--- src/design/rmcb_map.svh ---
`ifndef RMCB_MAP_SVH
`define RMCB_MAP_SVH

// ==========================================
// Register offsets
`define RMCB_TERM_MAIN_ADDR 8'h52
`define RMCB_TERM_ALT_ADDR 8'h53
`define RMCB_USB_MAIN_ADDR 8'h55
`define RMCB_USB_ALT_ADDR 8'h56
`define RMCB_REF_MAIN_ADDR 8'h64
`define RMCB_REF_ALT_ADDR 8'h65
`define RMCB_REF_PIN_ADDR 8'h66

// ==========================================
// Field positions
`define RMCB_SNK_BIT 7
`define RMCB_BYP_BIT 6
`define RMCB_VOUT_HI 5
`define RMCB_VOUT_LO 1
`define RMCB_EN_BIT 0
`define RMCB_SRC_HI 7
`define RMCB_SRC_LO 6
`define RMCB_DLYH_HI 7
`define RMCB_DLYH_LO 6
`define RMCB_DLYL_HI 5
`define RMCB_DLYL_LO 4
`define RMCB_SEL_HI 3
`define RMCB_SEL_LO 2
`define RMCB_PRST_BIT 1
`define RMCB_PEN_BIT 0

// ==========================================
// Reset values and encodings
`define RMCB_PIN_RESET 8'h00
`define RMCB_RDATA_NONE 8'h00
`define RMCB_SRC_MAIN 2'h1
`define RMCB_SRC_BUS 2'h2
`define RMCB_SEL_NONE 2'h0
`define RMCB_SEL_ONE 2'h1
`define RMCB_SEL_TWO 2'h2
`define RMCB_DLY_NONE 2'h0
`define RMCB_DLY_1P5 2'h1
`define RMCB_DLY_3 2'h2
`define RMCB_RANK_MIN 3'h1
`define RMCB_RANK_MAX 3'h5

// ==========================================
// Timing
`define RMCB_CLK_MHZ 200
`define RMCB_DLY_1P5_US 1500
`define RMCB_DLY_3_US 3000
`define RMCB_DLY_6_US 6000
`define RMCB_CNT_W 21
`define RMCB_CYC(us) ((us) * `RMCB_CLK_MHZ)

`endif

--- src/design/rmcb_pkg.sv ---
`include "rmcb_map.svh"

package rmcb_pkg;

   // ==========================================
   // Shift delay filter states
   typedef enum logic [0:0] {
      RMCB_SH_STABLE = 1'b0,
      RMCB_SH_WAIT = 1'b1
   } rmcb_shift_e;

   // Shift delay filter state
   typedef struct packed {
      rmcb_shift_e st;
      logic level;
      logic [`RMCB_CNT_W-1:0] cnt;
   } rmcb_shift_s;

   // Register bank state
   typedef struct packed {
      logic [7:0] term_main;
      logic [7:0] term_alt;
      logic [1:0] usb_main_src;
      logic usb_main_en;
      logic [1:0] usb_alt_src;
      logic usb_alt_en;
      logic ref_main_en;
      logic ref_alt_en;
      logic [7:0] pin_ctrl;
      logic ref_def_en;
      logic [7:0] rdata;
      logic term_en;
      logic term_snk;
      logic term_byp;
      logic [4:0] term_vout;
      logic usb_en;
      logic usb_fmain;
      logic usb_fbus;
      logic usb_auto;
      logic ref_en;
      logic ref_alt;
   } rmcb_bank_s;

endpackage

--- src/design/rmcb_shift_delay.sv ---
`timescale 1ns/1ps
`default_nettype none
`include "rmcb_map.svh"

module rmcb_shift_delay #(
   parameter logic [`RMCB_CNT_W-1:0] CYC_1P5 = `RMCB_CNT_W'(`RMCB_CYC(`RMCB_DLY_1P5_US)),
   parameter logic [`RMCB_CNT_W-1:0] CYC_3 = `RMCB_CNT_W'(`RMCB_CYC(`RMCB_DLY_3_US)),
   parameter logic [`RMCB_CNT_W-1:0] CYC_6 = `RMCB_CNT_W'(`RMCB_CYC(`RMCB_DLY_6_US))
) (
   // Clock and reset
   input wire logic ref_clk_i,
   input wire logic nrst_i,
   // Raw level and delay codes
   input wire logic level_i,
   input wire logic [1:0] rise_sel_i,
   input wire logic [1:0] fall_sel_i,
   // Delayed level
   output logic level_o
);

   // State and its next value
   rmcb_pkg::rmcb_shift_s st_reg;
   rmcb_pkg::rmcb_shift_s st_next;
   // Delay chosen for the pending edge
   logic [`RMCB_CNT_W-1:0] target;
   logic [1:0] code;

   // ==========================================
   // Edge qualification
   // A bounce back to the old level restarts the wait, so only a level
   // held for the whole delay is passed on.
   always_comb begin
      st_next = st_reg;
      code = level_i ? rise_sel_i : fall_sel_i;
      if (code == `RMCB_DLY_NONE) begin
         target = '0;
      end else if (code == `RMCB_DLY_1P5) begin
         target = CYC_1P5;
      end else if (code == `RMCB_DLY_3) begin
         target = CYC_3;
      end else begin
         target = CYC_6;
      end
      case (st_reg.st)
         rmcb_pkg::RMCB_SH_STABLE: begin
            st_next.cnt = '0;
            if (level_i != st_reg.level) begin
               if (target == '0) begin
                  st_next.level = level_i;
               end else begin
                  st_next.st = rmcb_pkg::RMCB_SH_WAIT;
                  st_next.cnt = `RMCB_CNT_W'(1);
               end
            end
         end
         rmcb_pkg::RMCB_SH_WAIT: begin
            if (level_i == st_reg.level) begin
               // Glitch: drop the pending edge
               st_next.st = rmcb_pkg::RMCB_SH_STABLE;
            end else if (st_reg.cnt >= target) begin
               st_next.level = level_i;
               st_next.st = rmcb_pkg::RMCB_SH_STABLE;
            end else begin
               st_next.cnt = st_reg.cnt + `RMCB_CNT_W'(1);
            end
         end
         default: begin
            st_next.st = rmcb_pkg::RMCB_SH_STABLE;
         end
      endcase
   end

   // State register
   always_ff @(posedge ref_clk_i or negedge nrst_i) begin
      if (!nrst_i) begin
         st_reg <= '0;
      end else begin
         st_reg <= st_next;
      end
   end

   assign level_o = st_reg.level;

endmodule // rmcb_shift_delay
`default_nettype wire

--- src/design/rmcb_bank.sv ---
// Operation
// - Check-and-load reloads every control register default
// - Alternate registers start equal to main
// - Sink/source wins over bypass when both set
// - Sink/source bit: 0 normal/bypass, 1 sink/source
// - Bypass bit: 0 normal, 1 bypass
// - Bits 5:1 carry output voltage code
// - Bit 0 enables termination regulator
// - Input field 01 main, 10 bus, else auto
// - USB enable bit; default on for rank 1-5
// - Reference enable bit 0; other bits read-only zero
// - Reference default enabled for rank 1-5
// - Rise shift delay none, 1.5, 3, 6 ms
// - Fall shift delay none, 1.5, 3, 6 ms
// - Pin select: none, pin one, two, three
// - Reset option holds reference off, restores defaults
// - Control enable clear: main only, else pin-selected
`timescale 1ns/1ps
`default_nettype none
`include "rmcb_map.svh"

module rmcb_bank #(
   // Shift delay counts, shortened in simulation
   parameter logic [`RMCB_CNT_W-1:0] CYC_1P5 = `RMCB_CNT_W'(`RMCB_CYC(`RMCB_DLY_1P5_US)),
   parameter logic [`RMCB_CNT_W-1:0] CYC_3 = `RMCB_CNT_W'(`RMCB_CYC(`RMCB_DLY_3_US)),
   parameter logic [`RMCB_CNT_W-1:0] CYC_6 = `RMCB_CNT_W'(`RMCB_CYC(`RMCB_DLY_6_US))
) (
   // Clock and reset
   input wire logic ref_clk_i,
   input wire logic nrst_i,
   // Register port from the serial slave
   input wire logic [7:0] reg_addr_i,
   input wire logic reg_wr_i,
   input wire logic [7:0] reg_wdata_i,
   input wire logic reg_rd_i,
   output logic [7:0] reg_rdata_o,
   // Check-and-load strobe and shadow defaults
   input wire logic check_load_i,
   input wire logic nvm_term_snk_i,
   input wire logic nvm_term_byp_i,
   input wire logic [4:0] nvm_term_vout_i,
   input wire logic [2:0] nvm_term_rank_i,
   input wire logic [2:0] usb_phy_regulator_rank_i,
   input wire logic [2:0] reference_regulator_rank_i,
   // Power control pins
   input wire logic power_control_pin_one_i,
   input wire logic power_control_pin_two_i,
   input wire logic power_control_pin_three_i,
   // Mode selects from the other regulators' pin logic
   input wire logic term_alt_sel_i,
   input wire logic usb_alt_sel_i,
   // Applied termination regulator settings
   output logic term_en_o,
   output logic term_sink_source_o,
   output logic term_bypass_o,
   output logic [4:0] term_output_voltage_code_o,
   // Applied USB PHY regulator settings
   output logic usb_en_o,
   output logic usb_force_main_supply_o,
   output logic usb_force_bus_supply_o,
   output logic usb_auto_supply_o,
   // Applied reference regulator settings
   output logic ref_en_o,
   output logic ref_alt_active_o
);

   // ==========================================
   // Declarations

   // Whole bank state and its next value
   rmcb_pkg::rmcb_bank_s st_reg;
   rmcb_pkg::rmcb_bank_s st_next;
   // Raw selected pin level
   logic pin_raw;
   // Pin level after the shift delay
   logic pin_act;
   // Reference reset option in force
   logic ref_hold;
   // Loaded main defaults of the termination regulator
   logic [7:0] term_def;
   // Termination settings of the mode in force
   logic [7:0] term_use;
   // USB settings of the mode in force
   logic [1:0] usb_src;
   logic usb_on;

   // Rank code to power-up enable
   function automatic logic rank_on(input logic [2:0] rank);
      rank_on = (rank >= `RMCB_RANK_MIN) && (rank <= `RMCB_RANK_MAX);
   endfunction

   // ==========================================
   // Control pin selection

   // Pick the controlling pin; no source reads as inactive
   always_comb begin
      if (st_reg.pin_ctrl[`RMCB_SEL_HI:`RMCB_SEL_LO] == `RMCB_SEL_NONE) begin
         pin_raw = 1'b0;
      end else if (st_reg.pin_ctrl[`RMCB_SEL_HI:`RMCB_SEL_LO] == `RMCB_SEL_ONE) begin
         pin_raw = power_control_pin_one_i;
      end else if (st_reg.pin_ctrl[`RMCB_SEL_HI:`RMCB_SEL_LO] == `RMCB_SEL_TWO) begin
         pin_raw = power_control_pin_two_i;
      end else begin
         pin_raw = power_control_pin_three_i;
      end
   end

   // Rise and fall shift delays on the selected pin
   rmcb_shift_delay #(
      .CYC_1P5(CYC_1P5),
      .CYC_3(CYC_3),
      .CYC_6(CYC_6)
   ) u_shift (
      .ref_clk_i(ref_clk_i),
      .nrst_i(nrst_i),
      .level_i(pin_raw),
      .rise_sel_i(st_reg.pin_ctrl[`RMCB_DLYH_HI:`RMCB_DLYH_LO]),
      .fall_sel_i(st_reg.pin_ctrl[`RMCB_DLYL_HI:`RMCB_DLYL_LO]),
      .level_o(pin_act)
   );

   // ==========================================
   // Next state

   // Loads, writes, reset option and applied settings in one place
   always_comb begin
      st_next = st_reg;
      term_def = {nvm_term_snk_i, nvm_term_byp_i, nvm_term_vout_i,
         rank_on(nvm_term_rank_i)};
      ref_hold = st_reg.pin_ctrl[`RMCB_PRST_BIT] & pin_act;

      // Register writes; reserved bits are not stored
      if (reg_wr_i) begin
         if (reg_addr_i == `RMCB_TERM_MAIN_ADDR) begin
            st_next.term_main = reg_wdata_i;
         end else if (reg_addr_i == `RMCB_TERM_ALT_ADDR) begin
            st_next.term_alt = reg_wdata_i;
         end else if (reg_addr_i == `RMCB_USB_MAIN_ADDR) begin
            st_next.usb_main_src = reg_wdata_i[`RMCB_SRC_HI:`RMCB_SRC_LO];
            st_next.usb_main_en = reg_wdata_i[`RMCB_EN_BIT];
         end else if (reg_addr_i == `RMCB_USB_ALT_ADDR) begin
            st_next.usb_alt_src = reg_wdata_i[`RMCB_SRC_HI:`RMCB_SRC_LO];
            st_next.usb_alt_en = reg_wdata_i[`RMCB_EN_BIT];
         end else if (reg_addr_i == `RMCB_REF_MAIN_ADDR) begin
            st_next.ref_main_en = reg_wdata_i[`RMCB_EN_BIT];
         end else if (reg_addr_i == `RMCB_REF_ALT_ADDR) begin
            st_next.ref_alt_en = reg_wdata_i[`RMCB_EN_BIT];
         end else if (reg_addr_i == `RMCB_REF_PIN_ADDR) begin
            st_next.pin_ctrl = reg_wdata_i;
         end
      end

      // Reference reset option: registers pinned to their loaded default
      if (ref_hold) begin
         st_next.ref_main_en = st_reg.ref_def_en;
         st_next.ref_alt_en = st_reg.ref_def_en;
      end

      // Check-and-load wins over a write in the same cycle
      if (check_load_i) begin
         st_next.term_main = term_def;
         st_next.term_alt = term_def;
         st_next.usb_main_src = 2'h0;
         st_next.usb_main_en = rank_on(usb_phy_regulator_rank_i);
         st_next.usb_alt_src = 2'h0;
         st_next.usb_alt_en = rank_on(usb_phy_regulator_rank_i);
         st_next.ref_def_en = rank_on(reference_regulator_rank_i);
         st_next.ref_main_en = rank_on(reference_regulator_rank_i);
         st_next.ref_alt_en = rank_on(reference_regulator_rank_i);
         st_next.pin_ctrl = `RMCB_PIN_RESET;
      end

      // Read data, reserved bits as zero, unmapped offsets as zero
      if (reg_rd_i) begin
         if (reg_addr_i == `RMCB_TERM_MAIN_ADDR) begin
            st_next.rdata = st_reg.term_main;
         end else if (reg_addr_i == `RMCB_TERM_ALT_ADDR) begin
            st_next.rdata = st_reg.term_alt;
         end else if (reg_addr_i == `RMCB_USB_MAIN_ADDR) begin
            st_next.rdata = {st_reg.usb_main_src, 5'h00, st_reg.usb_main_en};
         end else if (reg_addr_i == `RMCB_USB_ALT_ADDR) begin
            st_next.rdata = {st_reg.usb_alt_src, 5'h00, st_reg.usb_alt_en};
         end else if (reg_addr_i == `RMCB_REF_MAIN_ADDR) begin
            st_next.rdata = {7'h00, st_reg.ref_main_en};
         end else if (reg_addr_i == `RMCB_REF_ALT_ADDR) begin
            st_next.rdata = {7'h00, st_reg.ref_alt_en};
         end else if (reg_addr_i == `RMCB_REF_PIN_ADDR) begin
            st_next.rdata = st_reg.pin_ctrl;
         end else begin
            st_next.rdata = `RMCB_RDATA_NONE;
         end
      end

      // Termination regulator: mode chosen by its own pin logic
      term_use = term_alt_sel_i ? st_reg.term_alt : st_reg.term_main;
      st_next.term_en = term_use[`RMCB_EN_BIT];
      st_next.term_vout = term_use[`RMCB_VOUT_HI:`RMCB_VOUT_LO];
      st_next.term_snk = term_use[`RMCB_SNK_BIT];
      // Sink/source masks a bypass request
      st_next.term_byp = term_use[`RMCB_BYP_BIT] & ~term_use[`RMCB_SNK_BIT];

      // USB PHY regulator: supply input decode
      usb_src = usb_alt_sel_i ? st_reg.usb_alt_src : st_reg.usb_main_src;
      usb_on = usb_alt_sel_i ? st_reg.usb_alt_en : st_reg.usb_main_en;
      st_next.usb_en = usb_on;
      st_next.usb_fmain = (usb_src == `RMCB_SRC_MAIN);
      st_next.usb_fbus = (usb_src == `RMCB_SRC_BUS);
      st_next.usb_auto = (usb_src != `RMCB_SRC_MAIN) && (usb_src != `RMCB_SRC_BUS);

      // Reference regulator: reset option first, then pin-selected mode
      if (ref_hold) begin
         st_next.ref_en = 1'b0;
         st_next.ref_alt = 1'b0;
      end else if (st_reg.pin_ctrl[`RMCB_PEN_BIT] && pin_act) begin
         st_next.ref_en = st_reg.ref_alt_en;
         st_next.ref_alt = 1'b1;
      end else begin
         // Control source off or pin inactive: main settings
         st_next.ref_en = st_reg.ref_main_en;
         st_next.ref_alt = 1'b0;
      end
   end

   // ==========================================
   // State register
   // Everything clears to off; true defaults arrive with check-and-load,
   // so regulators stay off until the shadow values are valid.
   always_ff @(posedge ref_clk_i or negedge nrst_i) begin
      if (!nrst_i) begin
         st_reg <= '0;
      end else begin
         st_reg <= st_next;
      end
   end

   // ==========================================
   // Outputs, all from flip-flops
   assign reg_rdata_o = st_reg.rdata;
   assign term_en_o = st_reg.term_en;
   assign term_sink_source_o = st_reg.term_snk;
   assign term_bypass_o = st_reg.term_byp;
   assign term_output_voltage_code_o = st_reg.term_vout;
   assign usb_en_o = st_reg.usb_en;
   assign usb_force_main_supply_o = st_reg.usb_fmain;
   assign usb_force_bus_supply_o = st_reg.usb_fbus;
   assign usb_auto_supply_o = st_reg.usb_auto;
   assign ref_en_o = st_reg.ref_en;
   assign ref_alt_active_o = st_reg.ref_alt;

endmodule // rmcb_bank
`default_nettype wire

--- config.mk ---
export PLATFORM = sky130hd
export DESIGN_NAME = rmcb_bank
export DESIGN_NICKNAME = d
export VERILOG_FILES = /design/src/design/rmcb_pkg.sv /design/src/design/rmcb_shift_delay.sv /design/src/design/rmcb_bank.sv
export VERILOG_INCLUDE_DIRS = /design/src /design/src/design
export SDC_FILE = /design/constraint.sdc
export NUM_CORES = 1
export LEC_CHECK = 0
export BUFFER_PORTS_ARGS = -buffer_cell sky130_fd_sc_hd__clkbuf_2
export CAP_MARGIN = 25
export CELL_PAD_IN_SITES_DETAIL_PLACEMENT = 1
export CELL_PAD_IN_SITES_GLOBAL_PLACEMENT = 2
export CORE_MARGIN = 1
export CORE_UTILIZATION = 39
export DETAILED_ROUTE_END_ITERATION = 10
export HOLD_SLACK_MARGIN = 0.08
export PLACE_DENSITY_LB_ADDON = 0.1
export SYNTH_ARGS = -nofsm -noshare
export SYNTH_HDL_FRONTEND = slang
export SYNTH_SLANG_ARGS = --single-unit
--- constraint.sdc ---
create_clock -name ref_clk_i -period 6.4 [get_ports ref_clk_i]
set_clock_uncertainty 0.2 [all_clocks]
set_input_delay 1.28 -clock ref_clk_i [delete_from_list [all_inputs] [get_ports ref_clk_i]]
set_output_delay 1.28 -clock ref_clk_i [all_outputs]
set_load 0.02 [all_outputs]
==> results.yml <==
final_layout:
  num_antenna_cells: 0
  fillers: 1340
  drive_above_1_share_pct: 19.9
  fin_nets: 594
  layout.cells.non_filler: 677
  largest_reg_flops: 33
  area_growth_pct: 14.7
  final_util_pct: 45.9
  seq_area_um2: 1950
  final_cell_mix: "dfrtp_1 (78), clkbuf_2 (62), nand2_1 (58)"
  final_common_cell: "dfrtp_1"
  multi_input_area_um2: 2380
clocking:
  htreeDepth: 3
  root_buffer: "clkbuf_16"
  cts-hold-fix-buffers: 0
  cts_buffers: 9
  clockBufferDepth: 2
  clock-sinks: 78
  cts_setup_buffers: 0
  clk_pin_slew_worst_paths_ns: 0.06
  insertion_delay_ns: 0.34
  cts_tree: "built"
  cts.repair.resized: 0
synth:
  ys_ff_latch: 78
  synthCells: 484
  synth_area_um2: 4590
  synth_top_area_cell: "dfrtp_1"
  synthFlopType: "dfrtp_1"
  synth.top_cell.area_share_pct: 42.5
  synth_fp_nets: 549
  ys_warn_count: 0
  synth.distinct_cells: 59
  synth_top_cells_by_area: "dfrtp_1 (43%), mux2i_1 (7.4%), ha_1 (6.3%)"
  syn_avg_cell_area_um2: 9.48
  ys_seq_area_share_pct: 42.5
  async_flop_share_pct: 100
  synth-edff-count: 0
floorplanning:
  rows: 39
  core-area_um2: 11500
  die_w_um: 110
  die-height_um: 110
  dieArea_um2: 12200
  start_util_pct: 40.0
  boundaryPins: 64
critical_path:
  slowest_stage: "or4_2"
  crit_start: "power_control_pin_two_i"
  crit_buf_inv: 4
  start_kind: "input pin"
  worstPathArrival_ns: 4.95
  cp_max_fo: 19
  crit_chain: "clkbuf_2, nand2_1, o21ai_1, mux2i_1, inv_1, ha_1, inv_1, ha_1, and3_1, a221oi_1, o211ai_1, o2bb2ai_2, buf_4, or4_2, a21oi_1"
  r2r-start: "st_reg[26]$_DFFE_PN0P_"
  crit_family: "compound AO/OA/AOI/OAI gates"
  crit_required_ns: 6.47
  critPathCaptureType: "flip-flop"
  critPathKind: "in2reg"
  cp_slowest_stage_delay_ns: 0.64
timing:
  rsz0062_at_grt: "false"
  tightestPinTransition_ns: 0.812
  finalSetupViolCount: 0
  max-slew-margin-rel_pct: 45.6
  worst_slack_ns: 1.52
  fmax_mhz: 205
  tns_ns: 0
  maxSlewViolCount: 0
  timing.final.crit_period_ns: 4.88
  fin_crit_sh_pct: 76.3
  hold_viol: 0
min_path:
  hold_start: "st_reg[43]$_DFFE_PN0P_"
  hold_class: "reg2reg"
placed_design:
  port_buffers: 63
  pre_cts_slack_ns: 1.12
  dpl.cell_count: 658
  place_congestion: 0.788
  hpwl_mm: 8.78
power_and_ir_drop:
  pwr_density_cell_nw_per_um2: 218
  p_leak_nw: 2.31
  max-vdd-ir-drop_uv: 182
route:
  drc_errors: 0
  vias: 3820
  routedWlPerCell_um: 17.8
  viasPerCell: 5.64
  drt-total-wl_mm: 12.0
  dr.pass1.iters: 4
  drtIter0Drc: 123
  antenna_left: 0
global_route:
  antenna_found_initial: 0
  grt_usage_pct: 20.9
  grt_pass1_wl_mm: 20.4
  grt_max_degree: 79
  grt-ovfl-total: 0
  grt_pass1_vias: 4064
status:
  status: "finished clean"
flow_run:
  maxCapViolCount: 0
routing by layer:
metal	up-vias	wire length [um]	GRT usage, %
li1	1829	-	-
met1	1916	5290	25.4
met2	55	6140	36.3
met3	20	300	3.40
met4	0	284	9.69
met5	-	0	0
worst paths after layout:
kind / cells past startpoint / slack, ns / end
setup / recovery: 15 / 1.52 / u_shift.st_reg[10]$_DFFE_PN0P_
hold reg to reg: 2 / 0.31 / st_reg[43]$_DFFE_PN0P_
min in group asynchronous: 1 / 0.55 / u_shift.st_reg[0]$_DFFE_PN0P_
hold / removal: 2 / 0.31 / st_reg[43]$_DFFE_PN0P_
setup reg to reg: 15 / 2.01 / u_shift.st_reg[10]$_DFFE_PN0P_
max in group asynchronous: 2 / 4.86 / st_reg[33]$_DFFE_PN0P_
stage by stage:
| step | total power, mW | hold slack (ns) | cell area [um^2] |
|---|---|---|---|
| 4_1_cts | 1.16 | 0.315 | 5200 |
| 6_report | 1.15 | 0.308 | 5270 |
| 2_1_floorplan | 0.621 | 0.263 | 4590 |
| 5_1_grt | 1.20 | 0.366 | 5270 |
| 3_5_place_dp | 0.669 | 0.300 | 4920 |
| 3_3_place_gp | 0.665 | 0.290 | 4920 |
cell usage after synthesis, types with 8 or more instances:
cell type,number
a21oi_1,32
buf_4,14
nor4_1,10
mux2_2,16
inv_1,20
a22oi_1,8
nor2_1,17
mux2i_1,34
nand2b_1,15
ha_1,23
nand3_1,17
dfrtp_1,78
and3_1,9
nand2_1,58
clkbuf_1,15
o21ai_0,29
worst reg2reg max path, stage by stage, from the launching register on:
cell	delay [ns]
dfrtp_1	0.41
mux2_2	0.23
nand2_1	0.04
o21ai_1	0.25
mux2i_1	0.47
inv_1	0.12
ha_1	0.20
inv_1	0.12
ha_1	0.26
and3_1	0.21
a221oi_1	0.32
o211ai_1	0.17
o2bb2ai_2	0.27
buf_4	0.26
or4_2	0.64
a21oi_1	0.15
layout make-up:
class,instances,area share (%)
clock buffer,10,4.54
inverter,20,1.43
timing repair buffer,68,7.51
sequential,78,37.1
multi-input combinational,352,45.2
clock inverter,6,0.879
tap,143,3.40
where the power goes:
group	switching [mW]	internal [mW]	leakage [nW]
Sequential	0.0181	0.522	1.01
Clock	0.214	0.275	0.135
Combinational	0.0726	0.0475	1.17
Total	0.304	0.844	2.31
kinds of logic after synthesis:
family	after synthesis	synth area share, %
mux	50	11.3
flops	78	42.5
fa+ha+maj	23	6.27
buf+inv	54	5.67
simple gates	171	19.4
xor+xnor	1	0.191
compound gates	107	14.6
Note: power is estimated with default switching activity, not from simulation.
